### src/verilog/mbc_pkg.sv
// mbc_pkg: constants and carrier types of the multiplexed bus cycle sequencer
// assumes one system clock at 100 MHz and an asynchronous active-high reset
package mbc_pkg;
    localparam int ADDR_W = 20;
    localparam int DATA_W = 16;
    localparam int STAT_W = 4;
    localparam int SYNC_STAGES = 2;
    localparam logic [19:0] ADDR_RESET = 20'h00000;
    localparam logic [15:0] DATA_RESET = 16'h0000;
    localparam logic [3:0] STAT_RESET = 4'h0;
    localparam logic [3:0] STAT_IDLE = 4'h0;
    localparam logic [3:0] STAT_FETCH_BIT = 4'h1;
    localparam logic [3:0] STAT_WRITE_BIT = 4'h2;
    localparam logic [3:0] STAT_IO_BIT = 4'h4;
    localparam logic [3:0] STAT_BUSY_BIT = 4'h8;

    typedef enum logic [2:0] {
        MBC_TI = 3'b000,
        MBC_T1 = 3'b001,
        MBC_T2 = 3'b010,
        MBC_T3 = 3'b011,
        MBC_TW = 3'b100,
        MBC_T4 = 3'b101
    } mbc_state_t;

    // one transfer request from the execution unit or the prefetch queue
    typedef struct packed {
        logic write;
        logic io;
        logic fetch;
        logic [19:0] addr;
        logic [15:0] wdata;
    } mbc_req_t;

    // bus control strobes, all active high inside the block
    typedef struct packed {
        logic addr_latch;
        logic read;
        logic write;
        logic buf_enable;
        logic transmit;
        logic mem_io;
    } mbc_ctl_t;
endpackage

### src/verilog/mbc_cycle.sv
// mbc_cycle: minimum-mode bus cycle sequencer of the bus interface unit
// assumes requests come from same-clock logic; READY and the strap come from pins
module mbc_cycle (
    input wire logic CLOCK, // system clock
    input wire logic RESET, // asynchronous reset, active high
    input wire logic ENABLE, // clock enable; when low, freezes all state except REQ_TAKEN and RDATA_VALID, which clear
    input wire logic NARROW, // 1 selects the 8-bit data variant, static
    input wire logic READY, // wait control from the bus, asynchronous
    input wire logic REQ_VALID, // transfer request present
    input wire mbc_pkg::mbc_req_t REQ, // transfer request contents
    output logic REQ_TAKEN, // one-cycle pulse: request accepted in T1
    output logic [15:0] RDATA, // captured read data
    output logic RDATA_VALID, // one-cycle pulse: read data captured
    output logic [15:0] AD_OUT, // multiplexed address/data lines, driven value
    output logic [15:0] AD_OE_N, // low where a line is driven
    input wire logic [15:0] AD_IN, // multiplexed lines as seen on the pins
    output logic [7:0] MID_ADDR, // middle address byte lines of the narrow variant
    output logic MID_OE_N, // low while the middle address lines are driven
    output logic [3:0] UPPER_ADDR_STATUS, // upper address, then status
    output logic ADDR_LATCH, // address latch strobe, active high
    output logic READ_N, // read strobe, active low
    output logic WRITE_N, // write strobe, active low
    output logic MEM_IO_SELECT, // memory/io select, polarity per variant
    output logic DATA_DIRECTION_SELECT, // high transmit, low receive
    output logic DATA_BUFFER_ENABLE_N // transceiver enable, active low
);
    ////////////////////////////////////////////////////////////////////////
    // ready synchroniser and held request
    logic ready_sync;
    mbc_sync u_ready_sync (
        .clock(CLOCK),
        .reset(RESET),
        .enable(ENABLE),
        .din(READY),
        .dout(ready_sync)
    );

    logic [15:0] ad_in_s1;
    logic [15:0] ad_in_s2;
    logic [15:0] next_ad_in_s1;
    logic [15:0] next_ad_in_s2;

    mbc_pkg::mbc_state_t state;
    mbc_pkg::mbc_state_t next_state;
    mbc_pkg::mbc_req_t cur;
    mbc_pkg::mbc_req_t next_cur;

    always_comb begin
        next_ad_in_s1 = ENABLE ? AD_IN : ad_in_s1;
        next_ad_in_s2 = ENABLE ? ad_in_s1 : ad_in_s2;
    end

    always_ff @(posedge CLOCK or posedge RESET) begin
        if (RESET) begin
            ad_in_s1 <= mbc_pkg::DATA_RESET;
            ad_in_s2 <= mbc_pkg::DATA_RESET;
        end else begin
            ad_in_s1 <= next_ad_in_s1;
            ad_in_s2 <= next_ad_in_s2;
        end
    end

    ////////////////////////////////////////////////////////////////////////
    // cycle state machine
    always_comb begin
        next_state = state;
        next_cur = cur;
        if (ENABLE) begin
            case (state)
                mbc_pkg::MBC_TI: begin
                    if (REQ_VALID) begin
                        next_state = mbc_pkg::MBC_T1;
                        next_cur = REQ;
                    end
                end
                mbc_pkg::MBC_T1: next_state = mbc_pkg::MBC_T2;
                mbc_pkg::MBC_T2: next_state = mbc_pkg::MBC_T3;
                // ready sampled low at the end of T3 adds a wait state
                mbc_pkg::MBC_T3: next_state = ready_sync ? mbc_pkg::MBC_T4 : mbc_pkg::MBC_TW;
                mbc_pkg::MBC_TW: next_state = ready_sync ? mbc_pkg::MBC_T4 : mbc_pkg::MBC_TW;
                mbc_pkg::MBC_T4: begin
                    if (REQ_VALID) begin
                        next_state = mbc_pkg::MBC_T1;
                        next_cur = REQ;
                    end else begin
                        next_state = mbc_pkg::MBC_TI;
                    end
                end
                default: next_state = mbc_pkg::MBC_TI;
            endcase
        end
    end

    always_ff @(posedge CLOCK or posedge RESET) begin
        if (RESET) begin
            state <= mbc_pkg::MBC_TI;
            cur <= '0;
        end else begin
            state <= next_state;
            cur <= next_cur;
        end
    end

    ////////////////////////////////////////////////////////////////////////
    // pin values for the state being entered, registered
    logic [15:0] next_ad_out;
    logic [15:0] next_ad_oe_n;
    logic [7:0] next_mid_addr;
    logic next_mid_oe_n;
    logic [3:0] next_upper;
    mbc_pkg::mbc_ctl_t next_ctl;
    logic [15:0] next_rdata;
    logic next_rdata_valid;
    logic next_req_taken;
    logic [3:0] status_code;

    always_comb begin
        status_code = mbc_pkg::STAT_BUSY_BIT;
        if (next_cur.fetch) status_code = status_code | mbc_pkg::STAT_FETCH_BIT;
        if (next_cur.write) status_code = status_code | mbc_pkg::STAT_WRITE_BIT;
        if (next_cur.io) status_code = status_code | mbc_pkg::STAT_IO_BIT;
        next_ad_out = AD_OUT;
        next_ad_oe_n = AD_OE_N;
        next_mid_addr = MID_ADDR;
        next_mid_oe_n = MID_OE_N;
        next_upper = UPPER_ADDR_STATUS;
        next_ctl = '{addr_latch: ADDR_LATCH, read: ~READ_N, write: ~WRITE_N,
                     buf_enable: ~DATA_BUFFER_ENABLE_N, transmit: DATA_DIRECTION_SELECT,
                     mem_io: MEM_IO_SELECT};
        next_rdata = RDATA;
        next_rdata_valid = 1'b0;
        next_req_taken = 1'b0;
        if (ENABLE) begin
            case (next_state)
                mbc_pkg::MBC_T1: begin
                    next_req_taken = 1'b1;
                    next_ad_out = next_cur.addr[15:0];
                    next_ad_oe_n = 16'h0000;
                    next_mid_addr = next_cur.addr[15:8];
                    next_mid_oe_n = 1'b0;
                    next_upper = next_cur.addr[19:16];
                    next_ctl.addr_latch = 1'b1;
                    next_ctl.read = 1'b0;
                    next_ctl.write = 1'b0;
                    next_ctl.buf_enable = 1'b0;
                    next_ctl.transmit = next_cur.write;
                    next_ctl.mem_io = NARROW ? next_cur.io : ~next_cur.io;
                end
                mbc_pkg::MBC_T2: begin
                    next_ctl.addr_latch = 1'b0;
                    next_upper = status_code;
                    next_ctl.buf_enable = 1'b1;
                    if (cur.write) begin
                        next_ad_out = NARROW ? {8'h00, cur.wdata[7:0]} : cur.wdata;
                        next_ad_oe_n = NARROW ? 16'hff00 : 16'h0000;
                        next_ctl.write = 1'b1;
                    end else begin
                        next_ad_oe_n = 16'hffff;
                        next_ctl.read = 1'b1;
                    end
                    if (NARROW) next_ad_oe_n[15:8] = 8'hff;
                end
                mbc_pkg::MBC_T3, mbc_pkg::MBC_TW: begin
                    next_upper = status_code;
                end
                mbc_pkg::MBC_T4: begin
                    next_ctl.read = 1'b0;
                    next_ctl.write = 1'b0;
                    next_ctl.buf_enable = 1'b0;
                end
                default: begin
                    next_ad_oe_n = 16'hffff;
                    next_mid_oe_n = 1'b1;
                    next_ctl.transmit = 1'b0;
                    next_upper = mbc_pkg::STAT_IDLE;
                end
            endcase
            if (state == mbc_pkg::MBC_T4 && next_state == mbc_pkg::MBC_TI) begin
                next_ad_oe_n = 16'hffff;
            end
            // taken as T4 ends: the pin flops then hold what the device drove two cycles before T4 (T2, T3 or a TW)
            if (state == mbc_pkg::MBC_T4 && !cur.write) begin
                next_rdata = NARROW ? {8'h00, ad_in_s2[7:0]} : ad_in_s2;
                next_rdata_valid = 1'b1;
            end
        end
    end

    always_ff @(posedge CLOCK or posedge RESET) begin
        if (RESET) begin
            AD_OUT <= mbc_pkg::DATA_RESET;
            AD_OE_N <= 16'hffff;
            MID_ADDR <= 8'h00;
            MID_OE_N <= 1'b1;
            UPPER_ADDR_STATUS <= mbc_pkg::STAT_RESET;
            ADDR_LATCH <= 1'b0;
            READ_N <= 1'b1;
            WRITE_N <= 1'b1;
            MEM_IO_SELECT <= 1'b0;
            DATA_DIRECTION_SELECT <= 1'b0;
            DATA_BUFFER_ENABLE_N <= 1'b1;
            RDATA <= mbc_pkg::DATA_RESET;
            RDATA_VALID <= 1'b0;
            REQ_TAKEN <= 1'b0;
        end else begin
            AD_OUT <= next_ad_out;
            AD_OE_N <= next_ad_oe_n;
            MID_ADDR <= next_mid_addr;
            MID_OE_N <= next_mid_oe_n;
            UPPER_ADDR_STATUS <= next_upper;
            ADDR_LATCH <= next_ctl.addr_latch;
            READ_N <= ~next_ctl.read;
            WRITE_N <= ~next_ctl.write;
            MEM_IO_SELECT <= next_ctl.mem_io;
            DATA_DIRECTION_SELECT <= next_ctl.transmit;
            DATA_BUFFER_ENABLE_N <= ~next_ctl.buf_enable;
            RDATA <= next_rdata;
            RDATA_VALID <= next_rdata_valid;
            REQ_TAKEN <= next_req_taken;
        end
    end

    ////////////////////////////////////////////////////////////////////////
    // checks
    logic in_t1;
    assign in_t1 = (state == mbc_pkg::MBC_T1);

    cycle_order_a: assert property (@(posedge CLOCK) disable iff (RESET)
        (ENABLE && in_t1) ##1 ENABLE |-> state == mbc_pkg::MBC_T2)
        else $error("T1 not followed by T2");
    latch_pulse_a: assert property (@(posedge CLOCK) disable iff (RESET)
        ADDR_LATCH |-> in_t1) else $error("latch strobe outside T1");
    read_after_latch_a: assert property (@(posedge CLOCK) disable iff (RESET)
        $fell(READ_N) |-> $past(ADDR_LATCH)) else $error("read before latch");
    strobes_end_a: assert property (@(posedge CLOCK) disable iff (RESET)
        state == mbc_pkg::MBC_T4 |-> READ_N && WRITE_N) else $error("strobe active in T4");
    idle_released_a: assert property (@(posedge CLOCK) disable iff (RESET)
        state == mbc_pkg::MBC_TI && $past(state) == mbc_pkg::MBC_TI |-> AD_OE_N == 16'hffff && READ_N && WRITE_N)
        else $error("bus driven while idle");
    read_float_a: assert property (@(posedge CLOCK) disable iff (RESET)
        state == mbc_pkg::MBC_T2 && !cur.write |-> AD_OE_N == 16'hffff) else $error("read bus not floated");
    wait_hold_a: assert property (@(posedge CLOCK) disable iff (RESET)
        state == mbc_pkg::MBC_TW && $past(ENABLE) |-> $stable(AD_OUT) && $stable(AD_OE_N))
        else $error("bus changed in wait");
    buffer_isolate_a: assert property (@(posedge CLOCK) disable iff (RESET)
        in_t1 |-> DATA_BUFFER_ENABLE_N) else $error("buffer on during T1");
    status_phase_a: assert property (@(posedge CLOCK) disable iff (RESET)
        state == mbc_pkg::MBC_T3 |-> UPPER_ADDR_STATUS[3]) else $error("no status in T3");
endmodule

### src/verilog/mbc_sync.sv
// mbc_sync: two-flop synchroniser for one level from outside the clock domain
// assumes the level may change at any time relative to CLOCK
module mbc_sync (
    input wire logic clock, // system clock
    input wire logic reset, // asynchronous reset, active high
    input wire logic enable, // clock enable
    input wire logic din, // asynchronous level
    output logic dout // synchronised level
);
    logic stage_a;
    logic next_stage_a;
    logic next_dout;

    always_comb begin
        next_stage_a = enable ? din : stage_a;
        next_dout = enable ? stage_a : dout;
    end

    always_ff @(posedge clock or posedge reset) begin
        if (reset) begin
            stage_a <= 1'b0;
            dout <= 1'b0;
        end else begin
            stage_a <= next_stage_a;
            dout <= next_dout;
        end
    end
endmodule
### config.mk
export PLATFORM = sky130hd
export DESIGN_NAME = mbc_cycle
export DESIGN_NICKNAME = d
export VERILOG_FILES = /design/src/verilog/mbc_pkg.sv /design/src/verilog/mbc_cycle.sv /design/src/verilog/mbc_sync.sv
export SDC_FILE = /design/constraint.sdc
export NUM_CORES = 1
export LEC_CHECK = 0
export BUFFER_PORTS_ARGS = -buffer_cell sky130_fd_sc_hd__buf_2
export CORE_MARGIN = 1.5
export CORE_UTILIZATION = 45
export DETAILED_ROUTE_END_ITERATION = 7
export MAX_ROUTING_LAYER = met4
export PLACE_DENSITY = 0.7
export SYNTH_ARGS = -nofsm -noshare
export SYNTH_HDL_FRONTEND = slang
export SYNTH_SLANG_ARGS = --single-unit
### constraint.sdc
create_clock -name CLOCK -period 4.7 [get_ports CLOCK]
set_input_delay 0.235 -clock CLOCK [delete_from_list [all_inputs] [get_ports CLOCK]]
set_output_delay 0.235 -clock CLOCK [all_outputs]
set_load 0.01 [all_outputs]
==> results of run 1 <==
[final timing paths]
check / cells past startpoint / start / slack (ns) / to
max in group asynchronous: 3 / RESET / 3.58 / AD_OE_N[14]$_DFFE_PP1P_
setup / recovery: 4 / state[2]$_DFF_PP0_ / 2.12 / cur[3]$_DFFE_PP0P_
setup reg to reg: 4 / state[2]$_DFF_PP0_ / 2.12 / cur[3]$_DFFE_PP0P_
hold reg to reg: 2 / ad_in_s2[1]$_DFFE_PP0P_ / 0.47 / RDATA[1]$_DFFE_PP0P_
hold / removal: 2 / RESET / 0.01 / AD_OUT[12]$_DFFE_PP0P_
min in group CLOCK: 3 / REQ[24] / 0.08 / MID_ADDR[0]$_DFFE_PP0P_
[cell families (layout without fill, tap and decap cells)]
family | after synthesis | count (layout)
buffers and inverters | 51 | 155
xor gates and xnor gates | 2 | 2
other | 0 | 2
and+or+nand+nor | 136 | 136
AOI/OAI and AO/OA | 60 | 60
DFF | 111 | 111
muxes | 55 | 55
[synthesized netlist by cell type, types with 2 or more instances]
master	n	area (um^2)
sky130_fd_sc_hd__buf_4	18	135
sky130_fd_sc_hd__mux2_2	36	405
sky130_fd_sc_hd__inv_1	6	22.5
sky130_fd_sc_hd__buf_2	10	50.1
sky130_fd_sc_hd__buf_6	7	78.8
sky130_fd_sc_hd__clkbuf_1	6	22.5
sky130_fd_sc_hd__a2bb2oi_1	3	26.3
sky130_fd_sc_hd__nand3b_1	16	120
sky130_fd_sc_hd__nor2_1	4	15.0
sky130_fd_sc_hd__dfstp_2	6	158
sky130_fd_sc_hd__buf_1	2	7.51
sky130_fd_sc_hd__a21o_1	4	30.0
sky130_fd_sc_hd__nor3_1	2	10.0
sky130_fd_sc_hd__mux2_4	18	270
sky130_fd_sc_hd__o21ai_0	21	105
sky130_fd_sc_hd__nor3b_1	3	22.5
sky130_fd_sc_hd__a21oi_1	5	25.0
sky130_fd_sc_hd__o21a_1	3	22.5
sky130_fd_sc_hd__nand2_1	99	372
sky130_fd_sc_hd__dfrtp_1	105	2630
sky130_fd_sc_hd__nand2b_1	4	25.0
sky130_fd_sc_hd__o211ai_1	17	128
[area by class of cell]
| cell class | count | area, um^2 | share of cell area |
|---|---|---|---|
| inverter | 8 | 33.8 | 0.00604 |
| sequential | 111 | 2790 | 0.498 |
| antenna | 2 | 5.00 | 0.000894 |
| clock inverter | 5 | 41.3 | 0.00738 |
| clock buffer | 11 | 151 | 0.0271 |
| tap | 136 | 170 | 0.0304 |
| timing repair buffer | 131 | 661 | 0.118 |
| multi-input combinational | 253 | 1750 | 0.313 |
[routing by layer]
metal	up-vias	GRT usage
li1	1585	-
met1	1673	0.247
met2	111	0.298
met3	13	0.0584
met4	0	0.0514
met5	-	-
[placed cells by master (no fill, tap or decap), drive strengths merged, types with 2 or more instances in the layout]
| master | count |
|---|---|
| diode | 2 |
| dfrtp | 105 |
| o21ai | 21 |
| o211ai | 17 |
| a21o | 4 |
| nand3b | 17 |
| nor3 | 2 |
| nand2b | 4 |
| o31ai | 2 |
| a21oi | 5 |
| nor3b | 3 |
| inv | 8 |
| nand2 | 99 |
| clkbuf | 11 |
| nor2 | 5 |
| dfstp | 6 |
| o21a | 3 |
| clkinv | 3 |
| a2bb2oi | 3 |
| buf | 131 |
| mux2 | 54 |
| clkinvlp | 2 |
[where the power goes]
group	leakage (nW)	internal, mW	switching (mW)
combinational	1.30	0.537	0.585
sequential	1.36	1.29	0.236
clock	0.0922	0.226	0.323
[critical path: cells and delay by family (launching register included)]
family                 cells  cell delay, ns
XOR/XNOR                   1            0.29
buffers and inverters      1            0.39
flip-flops                 1            0.72
multiplexers               1            0.32
AND/OR/NAND/NOR            1            0.74
[registers in the layout (all words and copies together), names as in the netlist, 2 cells and up, named ones only]
| signal | flops |
|---|---|
| UPPER_ADDR_STATUS | 4 |
| MID_ADDR | 8 |
| cur | 19 |
| AD_OUT | 16 |
| ad_in_s2 | 16 |
| state | 3 |
| RDATA | 16 |
| ad_in_s1 | 16 |
| AD_OE_N | 2 |
[per-stage QoR]
step | instances | utilization
6_report | 657 | 0.537
5_1_grt | 657 | 0.537
4_1_cts | 655 | 0.537
3_5_place_dp | 639 | 0.518
3_3_place_gp | 639 | 0.518
2_1_floorplan | 415 | -
==> flow_summary.json, run 1 <==
{
  "design.core.area_mm2": 0.0104,
  "route.antenna.remaining_nets": 0,
  "floorplan.die_area_mm2": 0.0114,
  "wirelength_um": 10200,
  "result_of_the_run": "finished clean",
  "postCtsSetupRepairBufs": 0,
  "rsz0062_at_grt": "no",
  "report.final.slew_viol_count": 0,
  "hold_viol": 0,
  "placement_rows": 37,
  "initial_antenna_violation_count": 2,
  "crit_path_cell_trace": "xor2_2 -> nor2_4 -> buf_4 -> mux2_4",
  "cp-start-kind": "register",
  "synthesis.nets": 476,
  "yosysWarnings": 0,
  "fin_total_pwr_mw": 3.20,
  "io-pin-count": 130,
  "max_slew.worst_pin.slew_ns": 1.10,
  "number_of_remaining_drc_errors": 0,
  "finalSetupViolCount": 0,
  "routed_via_density": 5.15,
  "cts_tree": "yes",
  "areaGrowthSynthToFinish_pct": 15.2,
  "track_usage": 0.192,
  "ys_ff_latch": 111,
  "worst_ep_arrival_time_ns": 2.84,
  "grt_overflow": 0,
  "chipWidth_um": 107,
  "initial_core_util": 0.467,
  "critPathKind": "register to register",
  "synth.yosys.seq_area_share": 0.573,
  "synthXorXnorAreaFrac": 0.00515,
  "floorplan.die.height_um": 107,
  "drt_first_iter_violations": 177,
  "dr.max_layer_used": "met4",
  "post-route-worst-setup-slack_ns": 2.12,
  "cp-end-kind": "register",
  "worst_skew_pair.late_latency_ns": 0.37,
  "final_nets": 575,
  "routed-via-count": 3382,
  "cts.path.max_buffers": 2,
  "layout_cells_sized_above_1": 0.412,
  "cts.htree.levels": 3,
  "postSynth.asyncResetShare": 1.00,
  "power-per-cell-area_mw_per_mm2": 571,
  "postCtsResizedCells": 0,
  "syn-instance-count": 415,
  "fin_area_mm2": 0.00560,
  "fillerInstances": 940,
  "holdCritPathClass": "input pin to asynchronous set/reset pin",
  "synth.lib_cells_used.distinct": 42,
  "met3WireLength_um": 746,
  "yosys-mux-area-fraction": 0.141,
  "placedInstanceArea_mm2": 0.00540,
  "crit_slowest_cell": "sky130_fd_sc_hd__nor2_4",
  "path_clk_slew_ns": 0.11,
  "leakage_power_total_nw": 2.74,
  "wire_per_inst_um": 15.5,
  "grt_start_max_net_pins": 65,
  "slew-limit-headroom": 0.269,
  "share_of_the_synthesized_area_in_compound_gates_ao_oa_aoi_oai": 0.0832,
  "final.hold.worst_slack_ns": 0.0105,
  "drtPass1Iterations": 4,
  "cts_hold_repair.buffers": 0,
  "crit_fanout": 30,
  "avgSynthCellArea_um2": 11.7,
  "final.setup_skew_ns": 0.0107,
  "dominantRegCellSynth": "sky130_fd_sc_hd__dfrtp_1",
  "crit_path_largest_cell_delay_ns": 0.74,
  "wl_met1_um": 4590,
  "grt_pass1_wl_um": 16600,
  "cts_made_buffers": 9,
  "max-cap-violations": 0,
  "vias_in_the_first_global_route": 3362,
  "detailedPlacementHpwl_um": 7040,
  "synthAdderAreaFrac": 0,
  "vdd_drop_max_uv": 301,
  "setup_tns_ns": 0,
  "synth_enable_flop_cells": 0,
  "cp.required_ns": 4.96,
  "period_share": 0.549,
  "fraction_of_the_mapped_netlist_area_in_simple_logic_gates": 0.131,
  "max_clock_freq_ghz": 0.388,
  "detailedPlace.worstSlack_ns": 1.80,
  "placement.io_buffers": 129,
  "gp_congestion": 0.780,
  "route.met2.wl_um": 4710,
  "post_synth_instance_area_mm2": 0.00486,
  "main_combinational_cell_family_by_area_after_synthesis": "multiplexers",
  "clockRootBuffer": "sky130_fd_sc_hd__clkbuf_8",
  "finalCriticalPeriod_ns": 2.58,
  "cts_num_sinks": 111
}
No activity file was read; power rests on OpenSTA's default activity.
==> inputs of run 2 (changes only) <==
--- a/config.mk
+++ b/config.mk
@@ -10,7 +10,7 @@
 export CORE_UTILIZATION = 45
 export DETAILED_ROUTE_END_ITERATION = 7
 export MAX_ROUTING_LAYER = met4
-export PLACE_DENSITY = 0.7
+export PLACE_DENSITY = 0.73
 export SYNTH_ARGS = -nofsm -noshare
 export SYNTH_HDL_FRONTEND = slang
 export SYNTH_SLANG_ARGS = --single-unit
==> constraint.sdc (replaced) <==
create_clock -name CLOCK -period 2.3 [get_ports CLOCK]
set_input_delay 0.115 -clock CLOCK [delete_from_list [all_inputs] [get_ports CLOCK]]
set_output_delay 0.115 -clock CLOCK [all_outputs]
set_load 0.01 [all_outputs]
==> flow_summary.json, run 2 (synthesized netlist as in run 1, its figures left out) <==
{
  "worst_r2r_endpoint": "cur[14]$_DFFE_PP0P_",
  "finalSetupViolCount": 0,
  "final.setup_skew_ns": 0.00878,
  "cts.htree.levels": 3,
  "crit_slowest_cell": "sky130_fd_sc_hd__dfrtp_1",
  "design.core.area_mm2": 0.0104,
  "areaGrowthSynthToFinish_pct": 28.1,
  "worst_ep_arrival_time_ns": 2.26,
  "crit_fanout": 18,
  "report.final.slew_viol_count": 0,
  "route.antenna.remaining_nets": 0,
  "crit_family": "flip-flops",
  "placement_rows": 37,
  "layout_common_cells": "sky130_fd_sc_hd__buf_2, sky130_fd_sc_hd__dfrtp_1, sky130_fd_sc_hd__nand2_1",
  "setup_tns_ns": 0,
  "floorplan.die.height_um": 107,
  "floorplan.die_area_mm2": 0.0114,
  "timing.hold.worst_path_depth": 3,
  "fin_cells": 717,
  "routed_via_density": 5.10,
  "slew-limit-headroom": 0.605,
  "cts_tree": "yes",
  "hold_viol": 0,
  "grt_pass1_wl_um": 18500,
  "cts.path.max_buffers": 2,
  "chipWidth_um": 107,
  "ff2ff_setup_slack_ns": 0.30,
  "io-pin-count": 130,
  "fin_area_mm2": 0.00623,
  "number_of_remaining_drc_errors": 0,
  "crit_path_cell_trace": "xor2_2 -> nor2_4 -> buf_4 -> mux2_2",
  "wire_per_inst_um": 15.8,
  "detailedPlacementHpwl_um": 7030,
  "track_usage": 0.215,
  "path_clk_slew_ns": 0.10,
  "reg2reg_depth": 4,
  "initial_antenna_violation_count": 0,
  "worst-path-buf-inv": 1,
  "grt_overflow": 0,
  "rsz0062_at_grt": "no",
  "period_share": 0.868,
  "numPlacedInstances": 647,
  "critPathKind": "register to register",
  "n_antenna_cell": 0,
  "utilization": 0.598,
  "grt_start_max_net_pins": 112,
  "final.hold.worst_slack_ns": 0.0176,
  "largest_reg_flops": 19,
  "leakage_power_total_nw": 3.02,
  "cp-end-kind": "register",
  "power-per-cell-area_mw_per_mm2": 1100,
  "vdd_drop_max_uv": 771,
  "final_nets": 637,
  "wirelength_um": 11300,
  "crit_path_largest_cell_delay_ns": 0.70,
  "clockRootBuffer": "sky130_fd_sc_hd__clkbuf_8",
  "drt_first_iter_violations": 136,
  "critical_path.reg2reg.startpoint": "state[0]$_DFF_PP0_",
  "hold_start": "REQ[32]",
  "max-cap-violations": 0,
  "finalCriticalPeriod_ns": 2.00,
  "holdCritPathClass": "input pin to register",
  "timing.hold.worst_endpoint": "UPPER_ADDR_STATUS[0]$_DFFE_PP0P_",
  "placedInstanceArea_mm2": 0.00547,
  "max_clock_freq_ghz": 0.501,
  "layout_cells_sized_above_1": 0.380,
  "max_slew.worst_pin.slew_ns": 0.592,
  "largest_register_by_flop_count": "cur",
  "cp.required_ns": 2.57,
  "placement.io_buffers": 129,
  "cts_num_sinks": 111,
  "routed-via-count": 3658,
  "vias_in_the_first_global_route": 3699,
  "worst_skew_pair.late_latency_ns": 0.37,
  "initial_core_util": 0.467,
  "cp-start-kind": "register",
  "result_of_the_run": "finished clean",
  "drtPass1Iterations": 4,
  "cts_made_buffers": 9,
  "gp_congestion": 0.793,
  "commonest_non_fill_non_tap_cell_in_the_layout": "sky130_fd_sc_hd__buf_2"
}
run 2: cell count changes in the layout (fill, tap and decap cells not counted):
| cell | change |
|---|---|
| sky130_fd_sc_hd__buf_12 | +1 |
| sky130_fd_sc_hd__buf_4 | +7 |
| sky130_fd_sc_hd__bufinv_16 | +2 |
| sky130_fd_sc_hd__clkbuf_1 | +1 |
| sky130_fd_sc_hd__clkbuf_8 | -2 |
| sky130_fd_sc_hd__clkinv_2 | +2 |
| sky130_fd_sc_hd__clkinv_4 | -2 |
| sky130_fd_sc_hd__clkinvlp_4 | +1 |
| sky130_fd_sc_hd__diode_2 | -2 |
| sky130_fd_sc_hd__dlygate4sd3_1 | +54 |
| sky130_fd_sc_hd__inv_4 | -1 |
| sky130_fd_sc_hd__inv_6 | -1 |
run 2: worst max path at each step:
| stage | from | to | depth (start not counted) |
|---|---|---|---|
| finish | state[0]$_DFF_PP0_ | cur[14]$_DFFE_PP0P_ | 4 |
| global route | state[0]$_DFF_PP0_ | cur[14]$_DFFE_PP0P_ | 4 |
| floorplan | state[0]$_DFF_PP0_ | cur[10]$_DFFE_PP0P_ | 7 |
| global placement | state[0]$_DFF_PP0_ | cur[14]$_DFFE_PP0P_ | 4 |
| detailed placement | state[2]$_DFF_PP0_ | cur[14]$_DFFE_PP0P_ | 4 |
| CTS | state[0]$_DFF_PP0_ | cur[14]$_DFFE_PP0P_ | 4 |
run 2: what timing repair did:
item | in CTS | in global routing
resized for setup | 0 | 0
buffers inserted | 0 | 0
hold buffers | 53 | 1
endpoints found under the hold margin | 165 | 1
run 2: worst register-to-register path: cells and delay by family, from the launching register on:
family        cells  cell delay (ns)
simple gates      1             0.35
flops             1             0.70
mux               1             0.36
xor+xnor          1             0.18
buf+inv           1             0.31
run 2: cell type report:
cell class	instances	area, um^2
fill	848	4190
sequential	111	2790
multi-input combinational	253	1750
timing repair buffer	193	1270
tap	136	170
clock buffer	10	128
clock inverter	6	85.1
inverter	8	35.0
run 2: per-layer routing:
metal | wire length, um | global-route usage
met3 | 839 | 0.0699
met4 | 122 | 0.0486
met5 | 0 | -
met1 | 4710 | 0.253
met2 | 5660 | 0.361
run 2: stage by stage:
stage	power [mW]	setup slack [ns]
after CTS	6.89	0.287
after detailed placement	5.55	0.303
after global routing	7.32	0.170
after global placement	5.45	0.383
final	6.85	0.303
after floorplan	4.90	0.691
run 2: power by group:
part	total (mW)	internal, mW	switching (mW)	leakage [nW]
logic	2.46	1.21	1.25	1.56
registers	3.13	2.64	0.493	1.36
clock network	1.25	0.610	0.645	0.102
total	6.85	4.46	2.39	3.02
==> inputs of run 3 (changes only) <==
--- a/config.mk
+++ b/config.mk
@@ -5,12 +5,13 @@
 export SDC_FILE = /design/constraint.sdc
 export NUM_CORES = 1
 export LEC_CHECK = 0
+export ABC_AREA = 1
 export BUFFER_PORTS_ARGS = -buffer_cell sky130_fd_sc_hd__buf_2
 export CORE_MARGIN = 1.5
 export CORE_UTILIZATION = 45
 export DETAILED_ROUTE_END_ITERATION = 7
 export MAX_ROUTING_LAYER = met4
-export PLACE_DENSITY = 0.73
+export PLACE_DENSITY = 0.72
 export SYNTH_ARGS = -nofsm -noshare
 export SYNTH_HDL_FRONTEND = slang
 export SYNTH_SLANG_ARGS = --single-unit
==> flow_summary.json, run 3 <==
{
  "wire_per_inst_um": 14.1,
  "synth_enable_flop_cells": 0,
  "seqCellArea_mm2": 0.00321,
  "setup_tns_ns": 0,
  "synth.yosys.seq_area_share": 0.590,
  "clockRootBuffer": "sky130_fd_sc_hd__clkbuf_16",
  "initial_antenna_violation_count": 0,
  "multi_input_logic_area_mm2": 0.00178,
  "post-synth-top-area-cell": "sky130_fd_sc_hd__dfrtp_1",
  "cts_made_buffers": 17,
  "yosys.cell_count.top_type": "sky130_fd_sc_hd__nand2_1",
  "result_of_the_run": "finished clean",
  "chipWidth_um": 113,
  "detailedPlacementHpwl_um": 8960,
  "final.setup_skew_ns": 0.00758,
  "period_share": 0.912,
  "synthesis.nets": 685,
  "worst_skew_pair.late_latency_ns": 0.41,
  "holdCritPathClass": "input pin to register",
  "routed-via-count": 4694,
  "design.core.area_mm2": 0.0116,
  "power.switching_mw": 3.54,
  "slew-limit-headroom": 0.396,
  "grt_start_max_net_pins": 51,
  "drtPass1Iterations": 6,
  "hold_viol": 0,
  "vias_in_the_first_global_route": 4481,
  "vdd_drop_max_uv": 629,
  "ys_ff_latch": 128,
  "io-pin-count": 130,
  "placement.io_buffers": 129,
  "gp_congestion": 0.932,
  "commonest_non_fill_non_tap_cell_in_the_layout": "sky130_fd_sc_hd__nand2_1",
  "postSynth.asyncResetShare": 1.00,
  "rsz0062_at_grt": "no",
  "syn-instance-count": 624,
  "path_clk_slew_ns": 0.06,
  "final.hold.worst_slack_ns": 0.0583,
  "sw_frac": 0.370,
  "power-per-cell-area_mw_per_mm2": 1310,
  "grt_overflow": 0,
  "wirelength_um": 13500,
  "cp-start-kind": "register",
  "placement_rows": 39,
  "routed_via_density": 4.92,
  "final_nets": 859,
  "fin_area_mm2": 0.00734,
  "largest_reg_flops": 36,
  "worst_ep_arrival_time_ns": 2.40,
  "synthTopCellsByArea": "sky130_fd_sc_hd__dfrtp_1, sky130_fd_sc_hd__nand2_1, sky130_fd_sc_hd__o21ai_0, sky130_fd_sc_hd__inv_1, sky130_fd_sc_hd__nand4_1",
  "placedInstanceArea_mm2": 0.00616,
  "dominantRegCellSynth": "sky130_fd_sc_hd__dfrtp_1",
  "finalCriticalPeriod_ns": 2.10,
  "cp-end-kind": "register",
  "avgSynthCellArea_um2": 8.72,
  "floorplan.die.height_um": 113,
  "synth_common_cells": "sky130_fd_sc_hd__nand2_1, sky130_fd_sc_hd__dfrtp_1, sky130_fd_sc_hd__inv_1, sky130_fd_sc_hd__o21ai_0, sky130_fd_sc_hd__nand4_1",
  "grt_pass1_wl_um": 21900,
  "number_of_remaining_drc_errors": 0,
  "cts_num_sinks": 128,
  "areaGrowthSynthToFinish_pct": 34.9,
  "critPathKind": "register to register",
  "post_synth_instance_area_mm2": 0.00544,
  "power_report.internal_total_mw": 6.04,
  "track_usage": 0.229,
  "max_clock_freq_ghz": 0.477,
  "finalSetupViolCount": 0,
  "layout_cells_sized_above_1": 0.240,
  "largest_register_by_flop_count": "cur",
  "max_slew.worst_pin.slew_ns": 0.905,
  "power_frac_clock": 0.277,
  "cp.required_ns": 2.60,
  "cts.path.max_buffers": 2,
  "layout_common_cells": "sky130_fd_sc_hd__nand2_1, sky130_fd_sc_hd__buf_2, sky130_fd_sc_hd__dfrtp_1",
  "cts.htree.levels": 4,
  "fin_total_pwr_mw": 9.58,
  "crit_fanout": 18,
  "utilization": 0.632,
  "cts_tree": "yes",
  "floorplan.die_area_mm2": 0.0128,
  "fillerInstances": 970,
  "p_seq_frac": 0.370,
  "n_antenna_cell": 0,
  "comb_power_share": 0.353,
  "yosysWarnings": 0,
  "synth.lib_cells_used.distinct": 24,
  "report.final.slew_viol_count": 0,
  "max-cap-violations": 0,
  "route.antenna.remaining_nets": 0,
  "initial_core_util": 0.468,
  "synth.top_cell.area_share": 0.561,
  "drt_first_iter_violations": 413,
  "leakage_power_total_nw": 3.93
}
==> run 3: through the flow <==
step,instances,setup WS (ns)
2_1_floorplan,624,0.555
3_3_place_gp,863,0.375
3_5_place_dp,863,0.163
4_1_cts,950,0.109
5_1_grt,954,0.0235
6_report,954,0.202
==> run 3: critical path: stages (launching register included) <==
cell and delay [ns]:
sky130_fd_sc_hd__dfrtp_1 0.41, sky130_fd_sc_hd__o21ai_0 0.29, sky130_fd_sc_hd__nand3_1 0.18, sky130_fd_sc_hd__nand2_2 0.22, sky130_fd_sc_hd__nor2_8 0.05, sky130_fd_sc_hd__nand3_4 0.21, sky130_fd_sc_hd__inv_2 0.08, sky130_fd_sc_hd__nand2_4 0.17
sky130_fd_sc_hd__nand3_4 0.20, sky130_fd_sc_hd__nand2_1 0.13, sky130_fd_sc_hd__nand2_1 0.06
==> run 3: timing repair <==
item / in CTS / in global routing
hold buffers: 55 / 0
endpoints found under the hold margin: 84 / 0
setup buffers: 0 / 4
resized for setup: 0 / 2
setup endpoints to repair: 0 / 17
==> run 3: path summary, 6_finish.rpt <==
| kind | from | endpoint | slack (ns) | depth (start not counted) |
|---|---|---|---|---|
| setup / recovery | state[1]$_DFF_PP0_ | AD_OUT[9]$_DFFE_PP0P_ | 0.20 | 10 |
| hold / removal | REQ[21] | cur[21]$_DFF_PP0_ | 0.06 | 3 |
| setup reg to reg | state[1]$_DFF_PP0_ | AD_OUT[9]$_DFFE_PP0P_ | 0.20 | 10 |
| hold reg to reg | ADDR_LATCH$_DFFE_PP0P_ | ADDR_LATCH$_DFFE_PP0P_ | 0.47 | 2 |
| max in group asynchronous | RESET | ad_in_s1[15]$_DFFE_PP0P_ | 1.18 | 4 |
| min in group asynchronous | RESET | RDATA[13]$_DFFE_PP0P_ | 0.37 | 3 |
==> run 3: kinds of logic after synthesis <==
group / after synthesis / share of synthesized area
XOR/XNOR: 2 / 0.00322
buffers and inverters: 105 / 0.0847
AND/OR/NAND/NOR: 317 / 0.248
flip-flops: 128 / 0.590
AO/OA/AOI/OAI: 71 / 0.0718
multiplexers: 1 / 0.00184
==> run 3: cell type report <==
class,instances,share of cell area
clock buffers,20,0.0622
clock inverters,12,0.0182
inverters,59,0.0307
multi-input cells,391,0.243
flip-flops and latches,128,0.438
well taps,143,0.0244
repair buffers,201,0.184
==> run 3: metal layers <==
| layer | track usage | vias to the layer above | wire, um |
|---|---|---|---|
| li1 | - | 2319 | - |
| met1 | 0.310 | 2184 | 6420 |
| met2 | 0.348 | 172 | 6180 |
| met3 | 0.0445 | 19 | 646 |
| met4 | 0.0817 | 0 | 213 |
| met5 | - | - | 0 |
==> run 3: power groups by stage <==
stage          clock (mW)  combinational (mW)  sequential [mW]
3_5_place_dp            0                3.16             3.57
5_1_grt              2.78                3.79             3.63
4_1_cts              2.70                3.25             3.55
2_1_floorplan           0                2.05             3.67
6_report             2.65                3.39             3.55
3_3_place_gp            0                3.04             3.53
